[src/rtl/pds_pkg.sv]
// package for the panel display status select block
package pds_pkg;
  // ------------------------------------------------------------
  // register map
  // ------------------------------------------------------------
  localparam logic [7:0] PDS_OFS_SEL    = 8'h00;
  localparam logic [7:0] PDS_OFS_ACTIVE = 8'h04;
  localparam logic [7:0] PDS_OFS_CFG    = 8'h08;
  localparam logic [7:0] PDS_OFS_STATUS = 8'h0c;
  localparam logic [5:0] PDS_SEL_RESET  = 6'h22;
  localparam logic [5:0] PDS_SEL_MAX    = 6'h2a;
  // cfg fields
  localparam int PDS_CFG_OT    = 0;
  localparam int PDS_CFG_INH   = 1;
  localparam int PDS_CFG_CLR   = 2;
  localparam int PDS_CFG_ZC    = 3;
  localparam int PDS_CFG_FBUS  = 4;
  localparam logic [4:0] PDS_CFG_RESET = 5'h00;
  // ------------------------------------------------------------
  // selections and reason codes
  // ------------------------------------------------------------
  localparam logic [5:0] PDS_SEL_DEVIATION = 6'h00;
  localparam logic [5:0] PDS_SEL_SPEED     = 6'h01;
  localparam logic [5:0] PDS_SEL_PEAK_TRQ  = 6'h07;
  localparam logic [5:0] PDS_SEL_HISTORY   = 6'h0c;
  localparam logic [5:0] PDS_SEL_ALARM     = 6'h0d;
  localparam logic [5:0] PDS_SEL_ENC_DEV   = 6'h18;
  localparam logic [5:0] PDS_SEL_SERVO_ST  = 6'h22;
  localparam logic [5:0] PDS_SEL_SYNC_PER  = 6'h24;
  localparam logic [5:0] PDS_SEL_DC_RUN    = 6'h27;
  localparam logic [5:0] PDS_SEL_SUBIDX    = 6'h29;
  localparam logic [4:0] PDS_RC_NORMAL   = 5'h00;
  localparam logic [4:0] PDS_RC_UNDERV   = 5'h01;
  localparam logic [4:0] PDS_RC_SRVON    = 5'h02;
  localparam logic [4:0] PDS_RC_OVERTRV  = 5'h03;
  localparam logic [4:0] PDS_RC_RELAY    = 5'h05;
  localparam logic [4:0] PDS_RC_INHIBIT  = 5'h06;
  localparam logic [4:0] PDS_RC_CLEAR    = 5'h08;
  localparam logic [4:0] PDS_RC_ZCLAMP   = 5'h09;
  localparam logic [4:0] PDS_RC_TRQLIM   = 5'h0c;
  localparam logic [4:0] PDS_RC_BUSSTOP  = 5'h0d;
  localparam logic [4:0] PDS_RC_SYNC     = 5'h0e;
  localparam logic [4:0] PDS_RC_PVSTART  = 5'h0f;
  localparam logic [4:0] PDS_RC_DUALEN   = 5'h10;
  localparam logic [4:0] PDS_RC_HOMEMODE = 5'h11;
  localparam logic [4:0] PDS_RC_DCOFF    = 5'h14;
  localparam logic [4:0] PDS_RC_HOMEERR  = 5'h15;
  localparam logic [4:0] PDS_RC_SWLIM    = 5'h16;
  localparam logic [4:0] PDS_RC_BADMODE  = 5'h17;
  // operation mode encodings
  localparam logic [3:0] PDS_MODE_PV  = 4'h3;
  localparam logic [3:0] PDS_MODE_TQ  = 4'h4;
  localparam logic [3:0] PDS_MODE_CSP = 4'h8;
  localparam logic [3:0] PDS_MODE_CSV = 4'h9;
  localparam logic [3:0] PDS_MODE_CST = 4'ha;
  // AXI answers
  localparam logic [1:0] PDS_RESP_OKAY   = 2'b00;
  localparam logic [1:0] PDS_RESP_SLVERR = 2'b10;
  // state machine for the write channel
  typedef enum logic [1:0] {
    PDS_W_IDLE = 2'b00,
    PDS_W_RESP = 2'b01
  } pds_wstate_t;
endpackage

[src/rtl/pds_top.sv]
// panel display status select: reason encoder, decimal points, power-on selection
module pds_top
  import pds_pkg::*;
#(
  parameter int SYNC_STAGES = 3
) (
  // clock and reset
  input  wire logic        aclk,
  input  wire logic        aresetn,
  // axi4-lite write address, data and response
  input  wire logic [7:0]  s_axi_awaddr,
  input  wire logic        s_axi_awvalid,
  output logic             s_axi_awready,
  input  wire logic [31:0] s_axi_wdata,
  input  wire logic [3:0]  s_axi_wstrb,
  input  wire logic        s_axi_wvalid,
  output logic             s_axi_wready,
  output logic [1:0]       s_axi_bresp,
  output logic             s_axi_bvalid,
  input  wire logic        s_axi_bready,
  // axi4-lite read
  input  wire logic [7:0]  s_axi_araddr,
  input  wire logic        s_axi_arvalid,
  output logic             s_axi_arready,
  output logic [31:0]      s_axi_rdata,
  output logic [1:0]       s_axi_rresp,
  output logic             s_axi_rvalid,
  input  wire logic        s_axi_rready,
  // pins, asynchronous
  input  wire logic        servo_on_input,
  input  wire logic        positive_limit_input,
  input  wire logic        negative_limit_input,
  input  wire logic        pulse_inhibit_input,
  input  wire logic        deviation_clear_input,
  input  wire logic        zero_clamp_input,
  input  wire logic        ext_enable_input,
  // drive status, same clock
  input  wire logic        bus_undervoltage,
  input  wire logic        relay_open,
  input  wire logic        speed_cmd_pos,
  input  wire logic        speed_cmd_neg,
  input  wire logic        torque_limit_small,
  input  wire logic        bus_estop,
  input  wire logic        sync_cycle_bad,
  input  wire logic        pv_start_seen,
  input  wire logic        bus_enable_cmd,
  input  wire logic        homing_id_bad,
  input  wire logic        distributed_clocking,
  input  wire logic        homing_signal_bad,
  input  wire logic        soft_limit_active,
  input  wire logic        mode_unsupported,
  input  wire logic [3:0]  op_mode,
  // value shown on the panel
  input  wire logic        show_high_half,
  input  wire logic        value_negative,
  // outputs
  output logic [4:0]       no_rotation_reason,
  output logic [5:0]       display_select,
  output logic [4:0]       decimal_points
);

  localparam int NPIN = 7;

  // only the three-flop synchroniser is built
  if (SYNC_STAGES != 3) begin : g_sync_check
    $error("SYNC_STAGES must be 3");
  end

  // ------------------------------------------------------------
  // state
  // ------------------------------------------------------------
  typedef struct packed {
    logic [NPIN-1:0] s1;
    logic [NPIN-1:0] s2;
    logic [NPIN-1:0] s3;
    logic [NPIN-1:0] pin;
    logic [5:0]      sel;
    logic [5:0]      active;
    logic            loaded;
    logic [4:0]      cfg;
    logic [4:0]      reason;
    logic [4:0]      dp;
    pds_wstate_t     wst;
    logic            aw_got;
    logic            w_got;
    logic [7:0]      awaddr;
    logic [31:0]     wdata;
    logic [3:0]      wstrb;
    logic [1:0]      bresp;
    logic            rvalid;
    logic [31:0]     rdata;
    logic [1:0]      rresp;
  } pds_state_t;

  pds_state_t st_r;
  pds_state_t st_nxt;

  logic [NPIN-1:0] pins_raw;
  logic [4:0]      code;
  logic            ot_hit;
  logic            wr_go;
  logic            wr_ok;

  assign pins_raw = {ext_enable_input, zero_clamp_input, deviation_clear_input,
                     pulse_inhibit_input, negative_limit_input,
                     positive_limit_input, servo_on_input};

  // ------------------------------------------------------------
  // reason encoder, lowest code wins
  // ------------------------------------------------------------
  // pin bits: 1 means asserted toward common, 0 means open
  assign ot_hit = ~st_r.cfg[PDS_CFG_OT] &
                  ((~st_r.pin[1] & speed_cmd_pos) | (~st_r.pin[2] & speed_cmd_neg));

  always_comb begin
    code = PDS_RC_NORMAL;
    if (mode_unsupported)                           code = PDS_RC_BADMODE;
    if (soft_limit_active)                          code = PDS_RC_SWLIM;
    if (homing_signal_bad)                          code = PDS_RC_HOMEERR;
    if (!distributed_clocking)                      code = PDS_RC_DCOFF;
    if (homing_id_bad)                              code = PDS_RC_HOMEMODE;
    if (st_r.cfg[PDS_CFG_FBUS] && !(st_r.pin[6] && bus_enable_cmd))
                                                    code = PDS_RC_DUALEN;
    if (op_mode == PDS_MODE_PV && !pv_start_seen)   code = PDS_RC_PVSTART;
    if (sync_cycle_bad && (op_mode == PDS_MODE_CSP || op_mode == PDS_MODE_CSV ||
                           op_mode == PDS_MODE_CST))
                                                    code = PDS_RC_SYNC;
    if (bus_estop)                                  code = PDS_RC_BUSSTOP;
    if (op_mode == PDS_MODE_TQ && torque_limit_small)
                                                    code = PDS_RC_TRQLIM;
    if (st_r.cfg[PDS_CFG_ZC] && !st_r.pin[5])       code = PDS_RC_ZCLAMP;
    if (!st_r.cfg[PDS_CFG_CLR] && st_r.pin[4])      code = PDS_RC_CLEAR;
    if (!st_r.cfg[PDS_CFG_INH] && !st_r.pin[3])     code = PDS_RC_INHIBIT;
    if (relay_open)                                 code = PDS_RC_RELAY;
    if (ot_hit)                                     code = PDS_RC_OVERTRV;
    if (!st_r.pin[0])                               code = PDS_RC_SRVON;
    if (bus_undervoltage)                           code = PDS_RC_UNDERV;
  end

  assign wr_go = st_r.aw_got && st_r.w_got && st_r.wst == PDS_W_IDLE;
  assign wr_ok = st_r.awaddr == PDS_OFS_SEL || st_r.awaddr == PDS_OFS_CFG;

  // ------------------------------------------------------------
  // next state
  // ------------------------------------------------------------
  always_comb begin
    st_nxt = st_r;
    // three flops, change taken when stages two and three agree
    st_nxt.s1 = pins_raw;
    st_nxt.s2 = st_r.s1;
    st_nxt.s3 = st_r.s2;
    for (int i = 0; i < NPIN; i++) begin
      if (st_r.s2[i] == st_r.s3[i]) begin
        st_nxt.pin[i] = st_r.s3[i];
      end
    end
    st_nxt.reason = code;
    st_nxt.dp = {{2{value_negative}}, 1'b0, {2{show_high_half}}};
    // active selection latched once after reset only
    if (!st_r.loaded) begin
      st_nxt.active = st_r.sel;
      st_nxt.loaded = 1'b1;
    end
    // write channel
    if (s_axi_awvalid && s_axi_awready) begin
      st_nxt.aw_got = 1'b1;
      st_nxt.awaddr = s_axi_awaddr;
    end
    if (s_axi_wvalid && s_axi_wready) begin
      st_nxt.w_got = 1'b1;
      st_nxt.wdata = s_axi_wdata;
      st_nxt.wstrb = s_axi_wstrb;
    end
    case (st_r.wst)
      PDS_W_IDLE: begin
        if (wr_go) begin
          st_nxt.aw_got = 1'b0;
          st_nxt.w_got  = 1'b0;
          st_nxt.wst    = PDS_W_RESP;
          st_nxt.bresp  = wr_ok ? PDS_RESP_OKAY : PDS_RESP_SLVERR;
          if (st_r.wstrb[0] && st_r.awaddr == PDS_OFS_SEL &&
              st_r.wdata[5:0] <= PDS_SEL_MAX) begin
            st_nxt.sel = st_r.wdata[5:0];
          end
          if (st_r.wstrb[0] && st_r.awaddr == PDS_OFS_CFG) begin
            st_nxt.cfg = st_r.wdata[4:0];
          end
        end
      end
      PDS_W_RESP: begin
        if (s_axi_bready) begin
          st_nxt.wst = PDS_W_IDLE;
        end
      end
      default: st_nxt.wst = PDS_W_IDLE;
    endcase
    // read channel
    if (st_r.rvalid && s_axi_rready) begin
      st_nxt.rvalid = 1'b0;
    end
    if (s_axi_arvalid && s_axi_arready) begin
      st_nxt.rvalid = 1'b1;
      st_nxt.rresp  = PDS_RESP_OKAY;
      case (s_axi_araddr)
        PDS_OFS_SEL:    st_nxt.rdata = {26'h0, st_r.sel};
        PDS_OFS_ACTIVE: st_nxt.rdata = {26'h0, st_r.active};
        PDS_OFS_CFG:    st_nxt.rdata = {27'h0, st_r.cfg};
        PDS_OFS_STATUS: st_nxt.rdata = {20'h0, st_r.pin, st_r.reason};
        default: begin
          st_nxt.rdata = 32'h0;
          st_nxt.rresp = PDS_RESP_SLVERR;
        end
      endcase
    end
  end

  always_ff @(posedge aclk) begin
    if (!aresetn) begin
      st_r        <= '0;
      // sel has no backup store: a write is lost at the next reset, so the
      // selection in force after power-up is always the reset value
      st_r.sel    <= PDS_SEL_RESET;
      st_r.active <= PDS_SEL_RESET;
      st_r.cfg    <= PDS_CFG_RESET;
      st_r.wst    <= PDS_W_IDLE;
      st_r.bresp  <= PDS_RESP_OKAY;
      st_r.rresp  <= PDS_RESP_OKAY;
    end else begin
      st_r <= st_nxt;
    end
  end

  // ------------------------------------------------------------
  // outputs
  // ------------------------------------------------------------
  assign s_axi_awready      = !st_r.aw_got && st_r.wst == PDS_W_IDLE;
  assign s_axi_wready       = !st_r.w_got && st_r.wst == PDS_W_IDLE;
  assign s_axi_bvalid       = st_r.wst == PDS_W_RESP;
  assign s_axi_bresp        = st_r.bresp;
  assign s_axi_arready      = !st_r.rvalid;
  assign s_axi_rvalid       = st_r.rvalid;
  assign s_axi_rdata        = st_r.rdata;
  assign s_axi_rresp        = st_r.rresp;
  assign no_rotation_reason = st_r.reason;
  // selection codes pass straight through; meaning fixed by the package
  assign display_select     = st_r.active;
  assign decimal_points     = st_r.dp;
endmodule // pds_top

[config.mk]
export PLATFORM = sky130hd
export DESIGN_NAME = pds_top
export DESIGN_NICKNAME = d
export VERILOG_FILES = /design/src/rtl/pds_pkg.sv /design/src/rtl/pds_top.sv
export SDC_FILE = /design/constraint.sdc
export NUM_CORES = 1
export LEC_CHECK = 0
export ABC_AREA = 1
export BUFFER_PORTS_ARGS = -buffer_cell sky130_fd_sc_hd__buf_2
export CAP_MARGIN = 10
export CORE_MARGIN = 1.5
export CORE_UTILIZATION = 53
export DETAILED_ROUTE_END_ITERATION = 10
export PLACE_DENSITY_LB_ADDON = 0.12
export SLEW_MARGIN = 20
export SYNTH_ARGS = -nofsm -noshare
export SYNTH_HDL_FRONTEND = slang
export SYNTH_SLANG_ARGS = --single-unit
[constraint.sdc]
create_clock -name aclk -period 2 [get_ports aclk]
set_input_delay 0.2 -clock aclk [delete_from_list [all_inputs] [get_ports aclk]]
set_output_delay 0.2 -clock aclk [all_outputs]
set_load 0.005 [all_outputs]
# After elaboration in Yosys (flattened, before gate mapping)

Index checks and enable logic that the tools add are counted.

Input port bits: 86
Output and inout bits: 57
Logic and storage cells: 132
Flip-flop bits (word level): 140

Eq/ne operators: 19
Mux-type cells: 28
$lt $le $gt $ge: 1
Bitwise logic cells: 9
Reduce and logical (&&, ||, !) cells: 44

Operators by type and width:

| cell                                          | number |
|---|---|
| case mux 12 bit (4 select lines)              | 1 |
| two-way mux 35 bit                            | 1 |
| two-way mux 5 bit                             | 6 |
| two-way mux 4 bit                             | 7 |
| == test 8 x 4 -> 1 bit, second input constant | 3 |
| logical AND 1 bit                             | 19 |
| logical NOT 8 bit                             | 2 |
| == test 4 bit, second input constant          | 3 |
| two-way mux 2 bit                             | 6 |
| OR reduction 12 bit                           | 1 |
| logical NOT 1 bit                             | 9 |
| == test 8 x 3 -> 1 bit, second input constant | 1 |
| OR reduction 4 bit                            | 2 |
| == test 1 bit                                 | 7 |
| <= comparator 6 bit, second input constant    | 1 |
| two-way mux 3 bit                             | 2 |
| AND reduction 3 bit                           | 2 |
| OR reduction 6 bit                            | 1 |
| NOT 1 bit                                     | 5 |
| == test 4 x 2 -> 1 bit, second input constant | 1 |
| == test 4 x 3 -> 1 bit, second input constant | 1 |
| two-way mux 1 bit                             | 4 |
| case mux 2 bit (2 select lines)               | 1 |
| AND reduction 2 bit                           | 2 |
| 9 further kinds                               | 13 |

# Depth between registers and ports, before layout

Gate-level depths: netlist (run 1).

Depth after elaboration: 17
Mapped depth: 15
Gate-level depth less buffers: 15

# Worst setup path before layout (run 1)

No wires, ideal clock.

Path type: register to register
From: reg st_r[98] (netlist bit)
To: reg st_r, in the netlist no_rotation_reason[1]
Setup slack: 0.768 ns
Setup time: 0.115 ns
Period minus slack after synthesis: 1.232 ns
Data required time: 1.885 ns
Data arrival time: 1.117 ns
Path buffers: 0
Stages on the path, launching flop included: 10
Cells stage by stage: dfxtp_1 -> inv_1 -> or2_2 -> nand2_1 -> inv_1 -> nand3_1 -> nor2_1 -> nor2_1 -> nor2_1 -> o21a_1

Word-level cells in the longest chain between the ends: 7

Ends and longest elaborated chain:

| what                   | RTL line       | source |
|---|---|---|
| from (decl)            | pds_top.sv:95  | `pds_state_t st_r;` |
| from (signal assigned) | pds_top.sv:229 | `st_r <= st_nxt;` |
| logical AND 1 bit      | pds_top.sv:131 | `if (st_r.cfg[PDS_CFG_ZC] && !st_r.pin[5]) code = PDS_RC_ZCLAMP;` |
| two-way mux 4 bit      | pds_top.sv:131 |  |
| two-way mux 4 bit      | pds_top.sv:132 | `if (!st_r.cfg[PDS_CFG_CLR] && st_r.pin[4]) code = PDS_RC_CLEAR;` |
| two-way mux 3 bit      | pds_top.sv:133 | `if (!st_r.cfg[PDS_CFG_INH] && !st_r.pin[3]) code = PDS_RC_INHIBIT;` |
| two-way mux 3 bit      | pds_top.sv:134 | `if (relay_open) code = PDS_RC_RELAY;` |
| two-way mux 2 bit      | pds_top.sv:135 | `if (ot_hit) code = PDS_RC_OVERTRV;` |
| two-way mux 2 bit      | pds_top.sv:136 | `if (!st_r.pin[0]) code = PDS_RC_SRVON;` |

Every way passes these cells.
A chain may end at the register's enable or synchronous reset.

# Final worst setup path (run 1)

From: reg st_r, in the netlist s_axi_rvalid
To: reg st_r, in the netlist s_axi_rdata[10]

Word-level cells in the longest chain between the ends: 2

Ends and longest elaborated chain:

| what              | RTL line       | source |
|---|---|---|
| logical NOT 1 bit | pds_top.sv:240 | `assign s_axi_arready = !st_r.rvalid;` |
| logical AND 1 bit | pds_top.sv:201 | `if (s_axi_arvalid && s_axi_arready) begin` |

Every way passes these cells.

==> results of run 1 <==
==> worst register-to-register path, cell delays in order (launching register included) <==
cell     delay, ns
dfxtp_1       0.31
inv_1         0.07
nand2_1       0.17
inv_1         0.45
o21ai_0       0.15
a21oi_1       0.14
==> cells by family after synthesis <==
kind of cell,after synthesis
flops,86
buf+inv,126
simple gates,193
compound gates,98
other cells,1
==> Yosys cell counts <==
| library cell | n |
|---|---|
| a31oi_1 | 1 |
| a21oi_1 | 39 |
| nor3_2 | 1 |
| nor2_2 | 3 |
| o22ai_1 | 1 |
| a2111oi_2 | 1 |
| a211oi_2 | 1 |
| nor3_4 | 1 |
| nor3_1 | 2 |
| clkbuf_1 | 6 |
| or2_2 | 1 |
| nor4_4 | 1 |
| inv_1 | 55 |
| buf_2 | 4 |
| nand2_1 | 97 |
| nand4_1 | 4 |
| or2_0 | 1 |
| clkbuf_2 | 1 |
| nor2_1 | 61 |
| nand2_2 | 3 |
| clkinv_4 | 1 |
| o21bai_1 | 1 |
| nand3_1 | 17 |
| buf_1 | 1 |
| inv_2 | 4 |
| conb_1 | 1 |
| o21ai_1 | 8 |
| o21ai_0 | 44 |
| nor2_4 | 1 |
| clkbuf_8 | 1 |
| buf_6 | 1 |
| o21a_1 | 2 |
| dfxtp_1 | 86 |
| buf_4 | 52 |
==> cell usage in the layout (no fill, tap or decap), types with 4 or more instances in the layout <==
| master | Yosys | final |
|---|---|---|
| a21oi_1 | 39 | 39 |
| buf_2 | 4 | 90 |
| clkbuf_8 | 1 | 11 |
| conb_1 | 1 | 23 |
| dfxtp_1 | 86 | 86 |
| inv_1 | 55 | 55 |
| inv_2 | 4 | 4 |
| nand2_1 | 97 | 97 |
| nand3_1 | 17 | 17 |
| nand4_1 | 4 | 4 |
| nor2_1 | 61 | 61 |
| o21ai_0 | 44 | 44 |
| o21ai_1 | 8 | 8 |
==> report_power, final <==
group	internal (mW)	switching [mW]	leakage, nW	total (mW)
clock	0.897	0.595	0.122	1.49
combinational	0.129	0.195	1.30	0.323
sequential	1.79	0.0418	0.705	1.83
total	2.81	0.832	2.13	3.64
==> routing by layer <==
| metal | wire (um) | vias up |
|---|---|---|
| met3 | 489 | 9 |
| met2 | 3143 | 96 |
| li1 | - | 1631 |
| met4 | 102 | 0 |
| met1 | 3287 | 1337 |
| met5 | 0 | - |
==> metrics by stage <==
stage / hold slack, ns / cells / utilization [%] / area [um2]
floorplan: 0.2277 / 526 / - / 3845
CTS: 0.01701 / 664 / 61.78 / 4220
global placement: 0.3795 / 648 / 58.02 / 3964
global route: 0.03499 / 664 / 61.78 / 4220
finish: 0.02620 / 664 / 61.78 / 4220
detailed placement: 0.3857 / 648 / 58.02 / 3964
==> flip-flops by register name, summed over array words and instances, names as in the netlist <==
name and count:
decimal_points 2, display_select 6, no_rotation_reason 5, s_axi_bresp 1
s_axi_rdata 12, s_axi_rresp 1, s_axi_rvalid 1, st_nxt 14
st_r 44
==> layout make-up <==
type / count / area share, %
clock buffer: 11 / 3.587
multi-input combinational: 314 / 33.80
tap: 96 / 2.846
sequential: 86 / 40.79
timing repair buffer: 92 / 11.03
inverter: 60 / 5.455
clock inverter: 5 / 2.490
==> path summary, 6_finish.rpt <==
check	from	end	slack (ns)	depth (start not counted)
setup / recovery	s_axi_rvalid	s_axi_rdata[10]	0.63	5
hold / removal	value_negative	decimal_points[3]	0.03	3
setup reg to reg	s_axi_rvalid	s_axi_rdata[10]	0.63	5
hold reg to reg	st_nxt[133]	st_nxt[126]	0.42	2
==> flow_metrics.env, run 1 <==
export IMPL_yosysWarnings=0
export IMPL_grt_util_met1_pct=23.34
export IMPL_initial_utilization_pct=55.07
export IMPL_cts_buffers=9
export IMPL_cp_start_kind="flop"
export IMPL_yosys_top_cells_area="dfxtp_1, buf_4, nand2_1"
export IMPL_hp_class="in -> reg"
export IMPL_fp_coreArea_um2=6832
export IMPL_cp_arrival_ns=1.64
export IMPL_antenna_found_initial=0
export IMPL_overflow=0
export IMPL_drtAntennaViolNets=0
export IMPL_grt_setup_unrepaired="no"
export IMPL_endpoint_kind="flop"
export IMPL_clock_latency_ns=0.35
export IMPL_clkTransAtPathRegs_ns=0.08
export IMPL_die_w_um=87.26
export IMPL_dr_pass1_iters=4
export IMPL_wl_um=7022
export IMPL_skew_ns=0.005907
export IMPL_cts_tree="built"
export IMPL_synthAdderAreaFrac_pct=0
export IMPL_n_antenna_cell=0
export IMPL_status="finished clean"
export IMPL_fin_crit_sh_pct=68.33
export IMPL_grt_start_max_net_pins=37
export IMPL_route_detailed_drc=0
export IMPL_ys_seq_area_share_pct=45.76
export IMPL_syn_avg_cell_area_um2=7.465
export IMPL_root_buffer="clkbuf_8"
export IMPL_postCtsHoldBufs=0
export IMPL_ir_worst_vdd_mv=0.4875
export IMPL_worst_ep_required_time_ns=2.27
export IMPL_grt_pass1_vias=2755
export IMPL_crit_fanout=20
export IMPL_yosys_area_top_type="dfxtp_1"
export IMPL_power_total_mw=3.645
export IMPL_die_area_um2=7613
export IMPL_crit_chain="inv_1 > nand2_1 > inv_1 > o21ai_0 > a21oi_1"
export IMPL_finalHoldViolations=0
export IMPL_top_usage_layer="met2"
export IMPL_clk_path_buf_depth=2
export IMPL_layout_nets=649
export IMPL_max_stage_delay_ns=0.45
export IMPL_synth_area_um2=3762
export IMPL_setup_viol=0
export IMPL_cts_resized=0
export IMPL_synth_top_family_by_area="simple AND/OR/NAND/NOR gates"
export IMPL_worstSetupPathType="reg -> reg"
export IMPL_path_common_cell="inv_1"
export IMPL_tightest_slew_ns=0.5213
export IMPL_p_leak_nw=2.126
export IMPL_clock_sinks=86
export IMPL_grt_total_usage_pct=18.98
export IMPL_routedWlPerCell_um=10.58
export IMPL_max_freq_mhz=731.8
export IMPL_yosys_area_share_simple_pct=21.85
export IMPL_hpwlAfterDp_um=5231
export IMPL_synth_top_area_share_pct=45.76
export IMPL_die_y_um=87.26
export IMPL_cpLargestDelayFamily="buffers and inverters"
export IMPL_io_pins=143
export IMPL_cap_violations=0
export IMPL_gp_congestion=0.8322
export IMPL_finalWorstSetupSlack_ns=0.6334
export IMPL_multi_input_area_um2=1426
export IMPL_grtUsageMet3_pct=3.602
export IMPL_area_growth_pct=12.17
export IMPL_pre_cts_slack_ns=0.5141
export IMPL_synth_compound_area_share_pct=13.77
export IMPL_synthXorXnorAreaFrac_pct=0
export IMPL_register_area_um2=1722
export IMPL_timing_setup_tns_ns=0
export IMPL_cellPowerDensity_nw_per_um2=863.6
export IMPL_path_buf_inv=2
export IMPL_fillers=677
export IMPL_num_vias=3073
export IMPL_yosysUniqueCellTypes=34
export IMPL_portBuffers=90
export IMPL_maxSlewViolCount=0
export IMPL_synth_seq_cells=86
export IMPL_grt_first_pass_wirelength_um=11380
export IMPL_use_met2_pct=32.38
export IMPL_drt_iter0_markers=129
export IMPL_relSlewSlack_pct=65.21
export IMPL_routed_via_density=4.628
export IMPL_critPathSlowestCell="inv_1"
export IMPL_syn_instance_count=504
export IMPL_drive_gt1_share_pct=22.18
export IMPL_core_rowCount=30
export IMPL_post_cts_buffers=0
export IMPL_period_needed_ns=1.367
export IMPL_muxShareOfSynthArea_pct=0
export IMPL_htreeDepth=3
Power figures use the tool's default switching activity.
==> run 2, diff against run 1 <==
--- a/config.mk
+++ b/config.mk
@@ -9,7 +9,7 @@
 export BUFFER_PORTS_ARGS = -buffer_cell sky130_fd_sc_hd__buf_2
 export CAP_MARGIN = 10
 export CORE_MARGIN = 1.5
-export CORE_UTILIZATION = 53
+export CORE_UTILIZATION = 49
 export DETAILED_ROUTE_END_ITERATION = 10
 export PLACE_DENSITY_LB_ADDON = 0.12
 export SLEW_MARGIN = 20
==> constraint.sdc (replaced) <==
create_clock -name aclk -period 1.4 [get_ports aclk]
set_input_delay 0.14 -clock aclk [delete_from_list [all_inputs] [get_ports aclk]]
set_output_delay 0.14 -clock aclk [all_outputs]
set_load 0.005 [all_outputs]
==> flow_metrics.env, run 2 (synthesized netlist as in run 1, its figures left out) <==
export IMPL_root_buffer="clkbuf_8"
export IMPL_core_rowCount=31
export IMPL_reg2reg_to="no_rotation_reason[1]"
export IMPL_final_design_area_no_fill_um2=4333
export IMPL_fillers=724
export IMPL_power_total_mw=4.656
export IMPL_status="finished clean"
export IMPL_setup_viol=0
export IMPL_hp_class="in -> reg"
export IMPL_clock_sinks=86
export IMPL_grt_first_pass_wirelength_um=12100
export IMPL_hold_path_depth=3
export IMPL_drt_iter0_markers=103
export IMPL_hold_slack_ns=0.02851
export IMPL_grt_total_usage_pct=18.10
export IMPL_layout_common_cells="nand2_1, buf_2, dfxtp_1, nor2_1, inv_1"
export IMPL_clk_path_buf_depth=2
export IMPL_die_area_um2=8213
export IMPL_overflow=0
export IMPL_n_antenna_cell=0
export IMPL_grt_pass1_vias=2787
export IMPL_grt_setup_unrepaired="no"
export IMPL_antenna_found_initial=0
export IMPL_skew_ns=0.01153
export IMPL_drive_gt1_share_pct=24.15
export IMPL_cap_violations=0
export IMPL_p_leak_nw=2.176
export IMPL_wl_um=7252
export IMPL_endpoint_kind="flop"
export IMPL_cp_start_kind="flop"
export IMPL_portBuffers=90
export IMPL_finalHoldViolations=0
export IMPL_clkTransAtPathRegs_ns=0.08
export IMPL_layout_commonest_cell="nand2_1"
export IMPL_r2r_cells=9
export IMPL_grt_start_max_net_pins=38
export IMPL_ir_worst_vdd_mv=0.7550
export IMPL_initial_utilization_pct=51.32
export IMPL_route_detailed_drc=0
export IMPL_crit_fanout=3
export IMPL_gp_congestion=0.8282
export IMPL_period_needed_ns=1.313
export IMPL_fp_coreArea_um2=7331
export IMPL_htreeDepth=3
export IMPL_maxSlewViolCount=0
export IMPL_max_freq_mhz=761.5
export IMPL_critPathLaunch="st_r[98]"
export IMPL_cts_buffers=9
export IMPL_top_register="st_r"
export IMPL_worst_ep_required_time_ns=1.64
export IMPL_cp_arrival_ns=1.55
export IMPL_drtAntennaViolNets=0
export IMPL_num_vias=3125
export IMPL_cts_tree="built"
export IMPL_placed_cell_area_um2=4043
export IMPL_worstSetupPathType="reg -> reg"
export IMPL_io_pins=143
export IMPL_largest_reg_flops=44
export IMPL_layout_nets=669
export IMPL_routedWlPerCell_um=10.56
export IMPL_dr_pass1_iters=4
export IMPL_routed_via_density=4.549
export IMPL_worstHoldEndpoint="no_rotation_reason[0]"
export IMPL_cellPowerDensity_nw_per_um2=1075
export IMPL_r2r_start="st_r[98]"
export IMPL_die_y_um=90.63
export IMPL_clock_latency_ns=0.35
export IMPL_hold_start="bus_undervoltage"
export IMPL_r2r_slack_ns=0.09
export IMPL_fin_crit_sh_pct=93.80
export IMPL_area_growth_pct=15.16
export IMPL_die_w_um=90.63
export IMPL_timing_setup_tns_ns=0
export IMPL_hpwlAfterDp_um=5318
-- run 2: through the flow --
stage	setup slack (ns)	instances	utilization, %
after floorplan	0.1680	526	-
after CTS	0.04275	686	58.75
after global placement	0.07333	661	55.15
after detailed placement	0.06271	661	55.15
after global routing	0.001212	687	59.11
final	0.08682	687	59.11
-- run 2: layer usage --
layer  up-vias  global-route usage, %  share of wire, %  wire length (um)
met5         -                      0                 0                 0
met4         0                  8.201               1.5               108
met3         9                  3.620               5.8               421
met2        92                  28.82                43              3133
met1      1352                  23.57                49              3588
li1       1672                      -                 -                 -
-- run 2: repair_timing --
item	4_1_cts	5_1_grt
endpoints found under the hold margin	9	0
hold buffers	9	0
setup buffers	0	1
endpoints found under the setup margin	0	9
resized for setup	0	10
-- run 2: where the power goes --
| part | leakage [nW] | switching, mW | internal (mW) |
|---|---|---|---|
| Clock | 0.0712 | 0.892 | 0.650 |
| Sequential | 0.705 | 0.0602 | 2.55 |
| Combinational | 1.40 | 0.288 | 0.213 |
| Total | 2.18 | 1.24 | 3.42 |
-- run 2: layout make-up --
type,count,area [um2],area share [%]
Clock inverter,6,46.29,1.068
Multi-Input combinational cell,314,1444,33.32
Inverter,60,230.2,5.313
Clock buffer,10,127.6,2.945
Tap cell,99,123.9,2.859
Timing Repair Buffer,112,638.1,14.73
Sequential cell,86,1723,39.76
-- run 2: worst max-delay path by stage --
stage / end / slack (ns)
4_1_cts: no_rotation_reason[1] / 0.04
3_3_place_gp: no_rotation_reason[1] / 0.07
5_1_grt: no_rotation_reason[1] / 0.001
2_1_floorplan: no_rotation_reason[1] / 0.17
6_report: no_rotation_reason[1] / 0.09
3_5_place_dp: no_rotation_reason[1] / 0.06
-- run 2: worst max-delay path, stage by stage (launching register included) --
cell and delay [ns]:
dfxtp_2 0.33, inv_1 0.06, or2_2 0.29, nand2_2 0.07
inv_2 0.05, nand3_2 0.07, nor2_1 0.05, nor2_1 0.10
nor2_1 0.04, o21a_1 0.16
